--- config.mk ---
export PLATFORM = sky130hd
export DESIGN_NAME = cam_top
export DESIGN_NICKNAME = d
export VERILOG_FILES = /design/src/hw/cam_pkg.sv /design/src/hw/cam_time_if.sv /design/src/hw/cam_top.sv /design/src/hw/cam_bcd_step.sv /design/src/hw/cam_match.sv
export VERILOG_INCLUDE_DIRS = /design/src /design/src/hw
export SDC_FILE = /design/constraint.sdc
export NUM_CORES = 1
export LEC_CHECK = 0
export BUFFER_PORTS_ARGS = -buffer_cell sky130_fd_sc_hd__buf_2
export CAP_MARGIN = 20
export CORE_UTILIZATION = 60
export DETAILED_ROUTE_END_ITERATION = 8
export PLACE_DENSITY = 0.76
export REMOVE_ABC_BUFFERS = 1
export SLEW_MARGIN = 15
export SYNTH_ARGS = -nofsm -noshare
export SYNTH_HDL_FRONTEND = slang
export SYNTH_SLANG_ARGS = --single-unit
--- constraint.sdc ---
create_clock -name sys_clk -period 3.8 [get_ports sys_clk]
set_clock_uncertainty 0.1 [all_clocks]
set_input_delay 0.76 -clock sys_clk [delete_from_list [all_inputs] [get_ports sys_clk]]
set_output_delay 0.76 -clock sys_clk [all_outputs]
set_load 0.02 [all_outputs]
--- src/hw/cam_defs.svh ---
`ifndef CAM_DEFS_SVH
`define CAM_DEFS_SVH

// ----------------------------------------
// Register offsets
// ----------------------------------------
`define CAM_OFS_CTRL2 8'h01
`define CAM_OFS_SEC 8'h02
`define CAM_OFS_MIN 8'h03
`define CAM_OFS_HOUR 8'h04
`define CAM_OFS_DAY 8'h05
`define CAM_OFS_WDAY 8'h06
`define CAM_OFS_MON 8'h07
`define CAM_OFS_YEAR 8'h08
`define CAM_OFS_AMIN 8'h09
`define CAM_OFS_AHOUR 8'h0A
`define CAM_OFS_ADAY 8'h0B
`define CAM_OFS_AWDAY 8'h0C

// ----------------------------------------
// Field positions
// ----------------------------------------
`define CAM_DIS_BIT 7
`define CAM_CENT_BIT 7
`define CAM_AF_BIT 3
`define CAM_TF_BIT 2
`define CAM_AIE_BIT 1
`define CAM_TIE_BIT 0

// ----------------------------------------
// Reset values
// ----------------------------------------
`define CAM_RST_ZERO 8'h00
`define CAM_RST_ONE 8'h01
`define CAM_RST_ALARM 8'h80

// ----------------------------------------
// Counting limits (BCD)
// ----------------------------------------
`define CAM_MAX_SEC 8'h59
`define CAM_MAX_HOUR 8'h23
`define CAM_MAX_WDAY 8'h06
`define CAM_MAX_MON 8'h12
`define CAM_MAX_YEAR 8'h99
`define CAM_DAY_31 8'h31
`define CAM_DAY_30 8'h30
`define CAM_DAY_29 8'h29
`define CAM_DAY_28 8'h28
`define CAM_MON_FEB 8'h02
`define CAM_MON_APR 8'h04
`define CAM_MON_JUN 8'h06
`define CAM_MON_SEP 8'h09
`define CAM_MON_NOV 8'h11

// ----------------------------------------
// Timing
// ----------------------------------------
`define CAM_SYNC_STAGES 2

`endif

--- src/hw/cam_pkg.sv ---
`default_nettype none
package cam_pkg;
    typedef enum logic [1:0] {
        TK_IDLE = 2'h0,
        TK_STEP = 2'h1,
        TK_EVAL = 2'h3
    } cam_tick_type;
endpackage
`default_nettype wire

--- src/hw/cam_time_if.sv ---
`timescale 1ns/1ns
`default_nettype none
interface cam_time_if;
    logic [6:0] minute;
    logic [5:0] hour;
    logic [5:0] day;
    logic [2:0] wday;
    modport src (
        output minute,
        output hour,
        output day,
        output wday
    );
    modport snk (
        input minute,
        input hour,
        input day,
        input wday
    );
endinterface
`default_nettype wire

--- src/hw/cam_top.sv ---
`timescale 1ns/1ns
`default_nettype none
`include "cam_defs.svh"
module cam_top #(
    parameter int SYNC_STAGES = `CAM_SYNC_STAGES
) (
    input wire logic sys_clk,
    input wire logic rst,
    input wire logic sec_tick_pin,
    input wire logic countdown_flag,
    input wire logic [7:0] reg_addr,
    input wire logic [7:0] reg_wdata,
    input wire logic reg_wr_en,
    input wire logic reg_rd_en,
    output logic [7:0] reg_rdata_q,
    output logic match_flag_q,
    output logic irq_q
);
    // ----------------------------------------
    // Elaboration check
    // ----------------------------------------
    generate
        if (SYNC_STAGES < 2) begin : g_bad
            $error("SYNC_STAGES must be at least 2");
        end
    endgenerate

    // ----------------------------------------
    // Declarations
    // ----------------------------------------
    logic [SYNC_STAGES-1:0] sync_q;
    logic tick_last_q;
    logic tick_pulse;
    cam_pkg::cam_tick_type state_q;
    logic [6:0] sec_q;
    logic [6:0] min_q;
    logic [5:0] hour_q;
    logic [5:0] day_q;
    logic [2:0] wday_q;
    logic [4:0] mon_q;
    logic cent_q;
    logic [7:0] year_q;
    logic [7:0] amin_q;
    logic [7:0] ahour_q;
    logic [7:0] aday_q;
    logic [7:0] awday_q;
    logic match_irq_enable_q;
    logic countdown_irq_enable_q;
    logic match_prev_q;
    logic match_now;
    logic leap;
    logic [7:0] day_max;
    logic [7:0] fld_cur [0:6];
    logic [7:0] fld_lo [0:6];
    logic [7:0] fld_hi [0:6];
    logic [7:0] fld_nxt [0:6];
    logic [6:0] fld_en;
    logic [6:0] fld_wrap;
    logic step;
    logic wr_ctrl2;
    cam_time_if tif ();

    // ----------------------------------------
    // Seconds tick synchroniser and edge
    // ----------------------------------------
    always_ff @(posedge sys_clk) begin
        if (rst) begin
            sync_q <= '0;
        end else begin
            sync_q <= {sync_q[SYNC_STAGES-2:0], sec_tick_pin};
        end
    end

    always_ff @(posedge sys_clk) begin
        if (rst) begin
            tick_last_q <= 1'b0;
        end else begin
            tick_last_q <= sync_q[SYNC_STAGES-1];
        end
    end

    assign tick_pulse = sync_q[SYNC_STAGES-1] && !tick_last_q;

    // ----------------------------------------
    // Tick sequencer
    // ----------------------------------------
    always_ff @(posedge sys_clk) begin
        if (rst) begin
            state_q <= cam_pkg::TK_IDLE;
        end else begin
            case (state_q)
                cam_pkg::TK_IDLE: begin
                    if (tick_pulse) begin
                        state_q <= cam_pkg::TK_STEP;
                    end
                end
                cam_pkg::TK_STEP: begin
                    state_q <= cam_pkg::TK_EVAL;
                end
                cam_pkg::TK_EVAL: begin
                    state_q <= cam_pkg::TK_IDLE;
                end
                default: begin
                    state_q <= cam_pkg::TK_IDLE;
                end
            endcase
        end
    end

    assign step = (state_q == cam_pkg::TK_STEP);

    // ----------------------------------------
    // Month length and leap year
    // ----------------------------------------
    always_comb begin
        if (year_q[4]) begin
            leap = (year_q[3:0] == 4'h2) || (year_q[3:0] == 4'h6);
        end else begin
            leap = (year_q[3:0] == 4'h0) || (year_q[3:0] == 4'h4)
                || (year_q[3:0] == 4'h8);
        end
        case ({3'h0, mon_q})
            `CAM_MON_FEB: day_max = leap ? `CAM_DAY_29 : `CAM_DAY_28;
            `CAM_MON_APR: day_max = `CAM_DAY_30;
            `CAM_MON_JUN: day_max = `CAM_DAY_30;
            `CAM_MON_SEP: day_max = `CAM_DAY_30;
            `CAM_MON_NOV: day_max = `CAM_DAY_30;
            default: day_max = `CAM_DAY_31;
        endcase
    end

    // ----------------------------------------
    // Counter chain fields
    // ----------------------------------------
    always_comb begin
        fld_cur[0] = {1'b0, sec_q};
        fld_cur[1] = {1'b0, min_q};
        fld_cur[2] = {2'h0, hour_q};
        fld_cur[3] = {2'h0, day_q};
        fld_cur[4] = {3'h0, mon_q};
        fld_cur[5] = year_q;
        fld_cur[6] = {5'h00, wday_q};
        fld_lo[0] = `CAM_RST_ZERO;
        fld_lo[1] = `CAM_RST_ZERO;
        fld_lo[2] = `CAM_RST_ZERO;
        fld_lo[3] = `CAM_RST_ONE;
        fld_lo[4] = `CAM_RST_ONE;
        fld_lo[5] = `CAM_RST_ZERO;
        fld_lo[6] = `CAM_RST_ZERO;
        fld_hi[0] = `CAM_MAX_SEC;
        fld_hi[1] = `CAM_MAX_SEC;
        fld_hi[2] = `CAM_MAX_HOUR;
        fld_hi[3] = day_max;
        fld_hi[4] = `CAM_MAX_MON;
        fld_hi[5] = `CAM_MAX_YEAR;
        fld_hi[6] = `CAM_MAX_WDAY;
    end

    always_comb begin
        fld_en[0] = step;
        fld_en[1] = fld_wrap[0];
        fld_en[2] = fld_wrap[1];
        fld_en[3] = fld_wrap[2];
        fld_en[4] = fld_wrap[3];
        fld_en[5] = fld_wrap[4];
        fld_en[6] = fld_wrap[2];
    end

    genvar gi;
    generate
        for (gi = 0; gi < 7; gi = gi + 1) begin : g_fld
            cam_bcd_step u_step (
                .cur(fld_cur[gi]),
                .lo(fld_lo[gi]),
                .hi(fld_hi[gi]),
                .en(fld_en[gi]),
                .nxt(fld_nxt[gi]),
                .wrap(fld_wrap[gi])
            );
        end
    endgenerate

    // ----------------------------------------
    // Time registers
    // ----------------------------------------
    always_ff @(posedge sys_clk) begin
        if (rst) begin
            sec_q <= '0;
        end else if (reg_wr_en && reg_addr == `CAM_OFS_SEC) begin
            sec_q <= reg_wdata[6:0];
        end else if (step) begin
            sec_q <= fld_nxt[0][6:0];
        end
    end

    always_ff @(posedge sys_clk) begin
        if (rst) begin
            min_q <= '0;
        end else if (reg_wr_en && reg_addr == `CAM_OFS_MIN) begin
            min_q <= reg_wdata[6:0];
        end else if (step) begin
            min_q <= fld_nxt[1][6:0];
        end
    end

    always_ff @(posedge sys_clk) begin
        if (rst) begin
            hour_q <= '0;
        end else if (reg_wr_en && reg_addr == `CAM_OFS_HOUR) begin
            hour_q <= reg_wdata[5:0];
        end else if (step) begin
            hour_q <= fld_nxt[2][5:0];
        end
    end

    always_ff @(posedge sys_clk) begin
        if (rst) begin
            day_q <= 6'(`CAM_RST_ONE);
        end else if (reg_wr_en && reg_addr == `CAM_OFS_DAY) begin
            day_q <= reg_wdata[5:0];
        end else if (step) begin
            day_q <= fld_nxt[3][5:0];
        end
    end

    always_ff @(posedge sys_clk) begin
        if (rst) begin
            wday_q <= '0;
        end else if (reg_wr_en && reg_addr == `CAM_OFS_WDAY) begin
            wday_q <= reg_wdata[2:0];
        end else if (step) begin
            wday_q <= fld_nxt[6][2:0];
        end
    end

    always_ff @(posedge sys_clk) begin
        if (rst) begin
            mon_q <= 5'(`CAM_RST_ONE);
        end else if (reg_wr_en && reg_addr == `CAM_OFS_MON) begin
            mon_q <= reg_wdata[4:0];
        end else if (step) begin
            mon_q <= fld_nxt[4][4:0];
        end
    end

    always_ff @(posedge sys_clk) begin
        if (rst) begin
            cent_q <= 1'b0;
        end else if (reg_wr_en && reg_addr == `CAM_OFS_MON) begin
            cent_q <= reg_wdata[`CAM_CENT_BIT];
        end else if (step && fld_wrap[5]) begin
            cent_q <= !cent_q;
        end
    end

    always_ff @(posedge sys_clk) begin
        if (rst) begin
            year_q <= '0;
        end else if (reg_wr_en && reg_addr == `CAM_OFS_YEAR) begin
            year_q <= reg_wdata;
        end else if (step) begin
            year_q <= fld_nxt[5];
        end
    end

    // ----------------------------------------
    // Match registers
    // ----------------------------------------
    always_ff @(posedge sys_clk) begin
        if (rst) begin
            amin_q <= `CAM_RST_ALARM;
            ahour_q <= `CAM_RST_ALARM;
            aday_q <= `CAM_RST_ALARM;
            awday_q <= `CAM_RST_ALARM;
        end else if (reg_wr_en) begin
            case (reg_addr)
                `CAM_OFS_AMIN: amin_q <= reg_wdata;
                `CAM_OFS_AHOUR: ahour_q <= reg_wdata & 8'hBF;
                `CAM_OFS_ADAY: aday_q <= reg_wdata & 8'hBF;
                `CAM_OFS_AWDAY: awday_q <= reg_wdata & 8'h87;
                default: begin
                end
            endcase
        end
    end

    // ----------------------------------------
    // Match compare and flag
    // ----------------------------------------
    assign tif.minute = min_q;
    assign tif.hour = hour_q;
    assign tif.day = day_q;
    assign tif.wday = wday_q;

    cam_match u_match (
        .tif(tif),
        .amin(amin_q),
        .ahour(ahour_q),
        .aday(aday_q),
        .awday(awday_q),
        .match(match_now)
    );

    assign wr_ctrl2 = reg_wr_en && (reg_addr == `CAM_OFS_CTRL2);

    always_ff @(posedge sys_clk) begin
        if (rst) begin
            match_prev_q <= 1'b0;
        end else if (state_q == cam_pkg::TK_EVAL) begin
            match_prev_q <= match_now;
        end
    end

    always_ff @(posedge sys_clk) begin
        if (rst) begin
            match_flag_q <= 1'b0;
        end else if (state_q == cam_pkg::TK_EVAL && match_now
                     && !match_prev_q) begin
            match_flag_q <= 1'b1;
        end else if (wr_ctrl2 && !reg_wdata[`CAM_AF_BIT]) begin
            match_flag_q <= 1'b0;
        end
    end

    // ----------------------------------------
    // Control bits and interrupt
    // ----------------------------------------
    always_ff @(posedge sys_clk) begin
        if (rst) begin
            match_irq_enable_q <= 1'b0;
            countdown_irq_enable_q <= 1'b0;
        end else if (wr_ctrl2) begin
            match_irq_enable_q <= reg_wdata[`CAM_AIE_BIT];
            countdown_irq_enable_q <= reg_wdata[`CAM_TIE_BIT];
        end
    end

    always_ff @(posedge sys_clk) begin
        if (rst) begin
            irq_q <= 1'b0;
        end else begin
            irq_q <= (match_flag_q && match_irq_enable_q)
                || (countdown_flag && countdown_irq_enable_q);
        end
    end

    // ----------------------------------------
    // Register read
    // ----------------------------------------
    always_ff @(posedge sys_clk) begin
        if (rst) begin
            reg_rdata_q <= '0;
        end else if (reg_rd_en) begin
            case (reg_addr)
                `CAM_OFS_CTRL2: reg_rdata_q <= {4'h0, match_flag_q,
                    countdown_flag, match_irq_enable_q,
                    countdown_irq_enable_q};
                `CAM_OFS_SEC: reg_rdata_q <= {1'b0, sec_q};
                `CAM_OFS_MIN: reg_rdata_q <= {1'b0, min_q};
                `CAM_OFS_HOUR: reg_rdata_q <= {2'h0, hour_q};
                `CAM_OFS_DAY: reg_rdata_q <= {2'h0, day_q};
                `CAM_OFS_WDAY: reg_rdata_q <= {5'h00, wday_q};
                `CAM_OFS_MON: reg_rdata_q <= {cent_q, 2'h0, mon_q};
                `CAM_OFS_YEAR: reg_rdata_q <= year_q;
                `CAM_OFS_AMIN: reg_rdata_q <= amin_q;
                `CAM_OFS_AHOUR: reg_rdata_q <= ahour_q;
                `CAM_OFS_ADAY: reg_rdata_q <= aday_q;
                `CAM_OFS_AWDAY: reg_rdata_q <= awday_q;
                default: reg_rdata_q <= '0;
            endcase
        end
    end
endmodule
`default_nettype wire

--- src/hw/cam_bcd_step.sv ---
`timescale 1ns/1ns
`default_nettype none
module cam_bcd_step (
    input wire logic [7:0] cur,
    input wire logic [7:0] lo,
    input wire logic [7:0] hi,
    input wire logic en,
    output logic [7:0] nxt,
    output logic wrap
);
    // ----------------------------------------
    // BCD increment with wrap to low bound
    // ----------------------------------------
    always_comb begin
        wrap = en && (cur >= hi);
        if (!en) begin
            nxt = cur;
        end else if (wrap) begin
            nxt = lo;
        end else if (cur[3:0] >= 4'h9) begin
            nxt = {cur[7:4] + 4'h1, 4'h0};
        end else begin
            nxt = cur + 8'h01;
        end
    end
endmodule
`default_nettype wire

--- src/hw/cam_match.sv ---
`timescale 1ns/1ns
`default_nettype none
`include "cam_defs.svh"
module cam_match (
    cam_time_if.snk tif,
    input wire logic [7:0] amin,
    input wire logic [7:0] ahour,
    input wire logic [7:0] aday,
    input wire logic [7:0] awday,
    output logic match
);
    logic [3:0] dis;
    logic [3:0] hit;

    // ----------------------------------------
    // Per-field compare, disabled fields pass
    // ----------------------------------------
    always_comb begin
        dis = {awday[`CAM_DIS_BIT], aday[`CAM_DIS_BIT],
               ahour[`CAM_DIS_BIT], amin[`CAM_DIS_BIT]};
        hit[0] = dis[0] || (tif.minute == amin[6:0]);
        hit[1] = dis[1] || (tif.hour == ahour[5:0]);
        hit[2] = dis[2] || (tif.day == aday[5:0]);
        hit[3] = dis[3] || (tif.wday == awday[2:0]);
        match = (&hit) && !(&dis);
    end
endmodule
`default_nettype wire

## Word level (Yosys, flattened, before mapping)

Cells that the tools add are included.

- Output and inout bits: 10
- Bits of input ports: 22
- Word-level logic and storage cells: 186
- Register bits after elaboration: 87

- Magnitude comparators: 14
- Muxes and demuxes: 44
- Add/subtract/negate cells: 13
- Reduce and logical (&&, ||, !) cells: 66
- Eq/ne operators: 28

Operators by type and width:

| cell | number |
|---|---|
| $pmux 8 s12 | 1 |
| $mux 7 | 9 |
| $mux 6 | 10 |
| $eq 8x4->1 const B | 5 |
| $mux 8 | 5 |
| $eq 8x3->1 const B | 4 |
| $reduce_bool 2->1 | 15 |
| $mux 5 | 5 |
| $ge 4x4->1 const B | 6 |
| $logic_and 1x1->1 | 23 |
| $reduce_and 2->1 | 10 |
| $eq 8x2->1 const B | 2 |
| $mux 3 | 5 |
| $add 7x1->7 const B | 2 |
| $ge 7x7->1 const B | 2 |
| $add 6x1->6 const B | 2 |
| $eq 6x6->1 | 2 |
| $eq 5x3->1 const B | 2 |
| $pmux 5 s2 | 1 |
| $add 3x1->3 const B | 3 |
| $add 8x1->8 const B | 1 |
| $eq 4x3->1 const B | 2 |
| $eq 8x1->1 const B | 1 |
| $ge 8x8->1 const B | 1 |
| other kinds (28) | 46 |

## Longest topological paths before layout

- Depth after elaboration: 14
- Gate-level depth with buffers: 14

## Modules after synthesis

Synthesis repeated with hierarchy kept, for this count alone.

- Cells, all modules: 1086
- Area total of the unflattened synthesis: 8654.6 µm²

By module, submodules not included:

| module | area each (µm²) | instances | seq. area each (µm²) | cells an instance |
|---|---|---|---|---|
| cam_top | 4400.5 | 1 | 1741.7 | 489 |
| cam_bcd_step (g_fld[0].u_step ...) | 570.5 | 6 | 0.0 | 81 |
| cam_bcd_step (g_fld[6].u_step) | 575.6 | 1 | 0.0 | 79 |
| cam_match | 255.2 | 1 | 0.0 | 32 |

## Worst setup path before layout

No wires, ideal clock.

- Path type: register -> register
- From: register year_q[0]
- To: register mon_q[3]
- Slack: 0.982 ns
- Cell stages (with the launch flop): 14
- Buffers on the path: 0
- Arrival: 2.601 ns
- Setup time: 0.117 ns
- Data required time: 3.583 ns
- Path through: dfxtp_1 inv_1 ha_1 nand2b_1 a21boi_0 o221ai_1 a21oi_1 a31oi_1 ha_1 nor4b_1 a2bb2oi_1 nor4_4 mux2i_1 a22o_1

- Word-level cells in the longest chain between the ends: 13
- Elaborated cells on any way between the ends: 20
- Those cells by class: 1 x order compare; 4 x eq/ne; 7 x mux; 8 x reduce/logical

Ends and longest elaborated chain:

| what | RTL line | text |
|---|---|---|
| start: declaration | cam_top.sv:42 | `logic [7:0] year_q;` |
| start signal: assignment | cam_top.sv:260 | `year_q <= reg_wdata;` |
| start signal: assignment | cam_top.sv:262 | `year_q <= fld_nxt[5];` |
| $eq 4x3->1 / $logic_not 4->1 (equally long branches) | cam_top.sv:119 | `leap = (year_q[3:0] == 4'h0) \|\| (year_q[3:0] == 4'h4)` |
| $logic_or 1x1->1 | cam_top.sv:119 |  |
| $logic_or 1x1->1 | cam_top.sv:120 | `\|\| (year_q[3:0] == 4'h8);` |
| $mux 1 (*) | cam_top.sv:116 | `if (year_q[4]) begin` |
| $mux 1 (no source line) (*) | -- |  |
| $pmux 5 s2 (*) | cam_top.sv:122 | `case ({3'h0, mon_q})` |
| $ge 6x6->1 (*) | cam_bcd_step.sv:15 | `wrap = en && (cur >= hi);` |
| $logic_and 1x1->1 (*) | cam_bcd_step.sv:15 |  |
| $logic_and 1x1->1 | cam_bcd_step.sv:15 |  |
| $mux 5 | cam_bcd_step.sv:18 | `end else if (wrap) begin` |
| $mux 5 | cam_bcd_step.sv:16 | `if (!en) begin` |
| $mux 5 | cam_top.sv:241 | `end else if (step) begin` |
| $mux 5 | cam_top.sv:239 | `` end else if (reg_wr_en && reg_addr == `CAM_OFS_MON) begin `` |
| end signal: assignment | cam_top.sv:238 | `` mon_q <= 5'(`CAM_RST_ONE); `` |
| end signal: assignment | cam_top.sv:240 | `mon_q <= reg_wdata[4:0];` |
| end signal: assignment | cam_top.sv:242 | `mon_q <= fld_nxt[4][4:0];` |
| end: declaration | cam_top.sv:40 | `logic [4:0] mon_q;` |

Mark *: on every way between the ends. The rest lies on a longest branch, timed or not. The select of a mux whose other input is x is not followed.
A chain may end at the register's enable or synchronous reset.

## Worst setup path in the final report

- From: register year_q[0]
- To: register year_q[7]

- Word-level cells in the longest chain between the ends: 14
- Elaborated cells on any way between the ends: 25
- Those cells by class: 1 x add/sub; 3 x order compare; 4 x eq/ne; 8 x mux; 9 x reduce/logical

Ends and longest elaborated chain:

| what | RTL line | text |
|---|---|---|
| $eq 4x3->1 / $logic_not 4->1 (equally long branches) | cam_top.sv:119 |  |
| $logic_or 1x1->1 | cam_top.sv:119 |  |
| $logic_or 1x1->1 | cam_top.sv:120 |  |
| $mux 1 | cam_top.sv:116 |  |
| $mux 1 (no source line) | -- |  |
| $pmux 5 s2 | cam_top.sv:122 |  |
| $ge 6x6->1 | cam_bcd_step.sv:15 |  |
| $logic_and 1x1->1 (3 in series) | cam_bcd_step.sv:15 |  |
| $mux 8 | cam_bcd_step.sv:18 |  |
| $mux 8 | cam_bcd_step.sv:16 |  |
| $mux 8 | cam_top.sv:261 | `end else if (step) begin` |
| $mux 8 | cam_top.sv:259 | `` end else if (reg_wr_en && reg_addr == `CAM_OFS_YEAR) begin `` |

Several ways; a longest one is shown, not always the timed one. The select of a mux whose other input is x is not followed.

==> flow_metrics.env <==
export IMPL_diodes=0
export IMPL_post_place_ws_ns=0.616
export IMPL_io_buffer_count=31
export IMPL_synth_area_leaders="dfxtp_1 (29%), ha_1 (7.1%), mux2i_1 (5.5%), nand2_1 (4.2%), nor2_1 (4.2%)"
export IMPL_rsz0062_at_grt="no"
export IMPL_avgSynthCellArea_um2=8.47
export IMPL_timing_final_crit_share_pct=84.9
export IMPL_p_leak_nw=2.48
export IMPL_r2r_cells=13
export IMPL_clk_pin_slew_ns=0.10
export IMPL_post_route_util_pct=65.3
export IMPL_cts_setup_buffers=0
export IMPL_grt_max_degree=48
export IMPL_drc=0
export IMPL_viasPerCell=6.79
export IMPL_drv_slew=0
export IMPL_fin_nets=772
export IMPL_tightest_slew_ns=0.736
export IMPL_grt_overflow=0
export IMPL_globalplace_congestion=0.984
export IMPL_clock_fmax_mhz=310
export IMPL_final_hold_violation_count=0
export IMPL_required_ns=4.01
export IMPL_multi_input_area_um2=3930
export IMPL_hold_buffers=0
export IMPL_min_path_type="register to register"
export IMPL_crit_type="register to register"
export IMPL_grt_usage_pct=36.7
export IMPL_r2r_slack_ns=0.57
export IMPL_synth_edf_count=0
export IMPL_async_flop_share_pct=0
export IMPL_wl_um=18400
export IMPL_die_y_um=102
export IMPL_num_io_pins=32
export IMPL_coreArea_um2=9730
export IMPL_ctsLongestPathBuffers=2
export IMPL_crit_arrival_ns=3.44
export IMPL_wl_per_cell_um=21.5
export IMPL_syn_area_um2=5990
export IMPL_die_area_um2=10400
export IMPL_grt_pass1_vias=5327
export IMPL_fin_area_um2=6360
export IMPL_setup_tns_ns=0
export IMPL_postRouteAntennaNets=0
export IMPL_vias=5795
export IMPL_tritoncts="done"
export IMPL_ys_ff_latch=87
export IMPL_fp_row_count=36
export IMPL_synth_commonest_cells="dfxtp_1 (87), nand2_1 (67), nor2_1 (67), nand3_1 (36), ha_1 (34)"
export IMPL_cts_buffers_inserted=9
export IMPL_max_cap_viol_count=0
export IMPL_ys_warn_count=0
export IMPL_dpl_cell_area_um2=6150
export IMPL_num_fill_cells=860
export IMPL_crit_end="year_q[7]$_SDFFE_PP0P_"
export IMPL_setup_worst_path_end_class="register"
export IMPL_worst_slack_ns=0.573
export IMPL_ys_types=87
export IMPL_clock_latency_ns=0.38
export IMPL_ys_flop_type="dfxtp_1"
export IMPL_worstPathMaxFanout=14
export IMPL_post_route_min_period_ns=3.23
export IMPL_die_w_um=102
export IMPL_start_util_pct=61.6
export IMPL_antenna_found_initial=0
export IMPL_synth_top_cell_area_share_pct=29.1
export IMPL_clock_sinks=87
export IMPL_dr_first_iter_drc_count=588
export IMPL_setup_viol=0
export IMPL_yosysTopAreaCell="dfxtp_1"
export IMPL_seq_area_frac_synth_pct=29.1
export IMPL_r2r_start="year_q[0]$_SDFFE_PP0P_"
export IMPL_yosysMostFrequentCell="dfxtp_1"
export IMPL_outcome="completed"
export IMPL_hold_ws_ns=0.364
export IMPL_regArea_um2=1740
export IMPL_setup_worst_path_start="year_q[0]$_SDFFE_PP0P_"
export IMPL_power_density_nw_per_um2=279
export IMPL_cts_resized=0
export IMPL_place_hpwl_um=13200
export IMPL_first_pass_iters=6
export IMPL_syn2layout_area_growth_pct=6.08
export IMPL_cp_start_kind="register"
export IMPL_htreeDepth=3
export IMPL_reg2reg_to="year_q[7]$_SDFFE_PP0P_"
export IMPL_grt_pass1_wl_um=28500
export IMPL_final_layout_size_suffix_gt1_share_pct=12.6
export IMPL_slew_headroom_pct=50.7
export IMPL_irDropWorstVdd_mv=0.229
export IMPL_netlist_instances=708
export IMPL_clock_root_buffer="clkbuf_8"
cells in the final DEF (no fill, tap or decap), types with 14 or more instances in the layout:
cell type,count
dfxtp_1,87
nor2_1,67
nand2_1,67
nand3_1,36
ha_1,34
mux2i_1,33
buf_2,31
inv_1,28
o21ai_0,25
a21oi_1,24
a31oi_1,17
o211ai_1,14
xnor2_1,14
cells by family (layout without fill, tap and decap cells):
logic type	count (synthesis)	after routing	synth area share (%)
xor gates and xnor gates	26	26	3.80
adders and majority gates	34	34	7.10
muxes	39	39	7.01
AOI/OAI and AO/OA	176	176	22.1
DFF	87	87	29.1
buffers and inverters	70	83	5.43
and+or+nand+nor	276	276	25.5
sequential cells by signal (all words and copies together) (netlist names):
register	cells
aday_q	7
ahour_q	7
amin_q	8
awday_q	4
cent_q	1
countdown_irq_enable_q	1
day_q	6
hour_q	6
irq_q	1
match_flag_q	1
match_irq_enable_q	1
match_prev_q	1
min_q	7
mon_q	5
reg_rdata_q	8
sec_q	7
state_q	2
sync_q	2
tick_last_q	1
tif.wday	3
year_q	8
per-layer routing:
metal  GRT usage (%)  part of all wire, %  vias to the layer above
met5               0                    0                        -
met4            21.4                  5.2                        0
met3            6.77                  9.8                       80
met2            56.2                   45                      334
met1            48.3                   40                     2729
li1                -                    -                     2652
cell type report:
class	instances	area share (%)
clock buffer	10	2.16
timing repair buffer	38	3.27
clock inverter	6	1.08
sequential	87	27.4
multi-input combinational	551	61.8
tap	133	2.62
inverter	29	1.71
report_power, final:
group	switching [W]	total (W)	internal, W
sequential	0.00000862	0.000926	0.000918
combinational	0.000112	0.000154	0.0000422
clock	0.000369	0.000695	0.000325
total	0.000490	0.00177	0.00129
metrics by stage:
step,cells,total power [W]
2_1_floorplan,667,0.00101
3_3_place_gp,838,0.00109
3_5_place_dp,838,0.00110
4_1_cts,854,0.00178
5_1_grt,854,0.00183
6_report,854,0.00177
worst max-delay path, stage by stage, from the launching register on:
cell and delay (ns):
dfxtp_1 0.41, inv_1 0.13, ha_1 0.22, nand2b_1 0.08
a21boi_0 0.18, o221ai_1 0.14, a21oi_1 0.16, a31oi_1 0.06
ha_1 0.18, nor4b_1 0.16, o2bb2ai_2 0.34, nand4_4 0.28
or4_1 0.57, a31oi_1 0.16
worst min-delay path by stage:
| stage | startpoint | endpoint | slack, ns | cells past startpoint |
|---|---|---|---|---|
| 2_1_floorplan | sync_q[0]$_SDFF_PP0_ | sync_q[1]$_SDFF_PP0_ | 0.31 | 1 |
| 3_3_place_gp | match_prev_q$_SDFFE_PP0N_ | match_flag_q$_SDFFE_PP0P_ | 0.33 | 1 |
| 3_5_place_dp | sync_q[0]$_SDFF_PP0_ | sync_q[1]$_SDFF_PP0_ | 0.35 | 1 |
| 4_1_cts | match_prev_q$_SDFFE_PP0N_ | match_flag_q$_SDFFE_PP0P_ | 0.36 | 1 |
| 5_1_grt | sync_q[0]$_SDFF_PP0_ | sync_q[1]$_SDFF_PP0_ | 0.38 | 1 |
| 6_report | sync_q[0]$_SDFF_PP0_ | sync_q[1]$_SDFF_PP0_ | 0.36 | 1 |
Note: power is estimated with default switching activity, not from simulation.
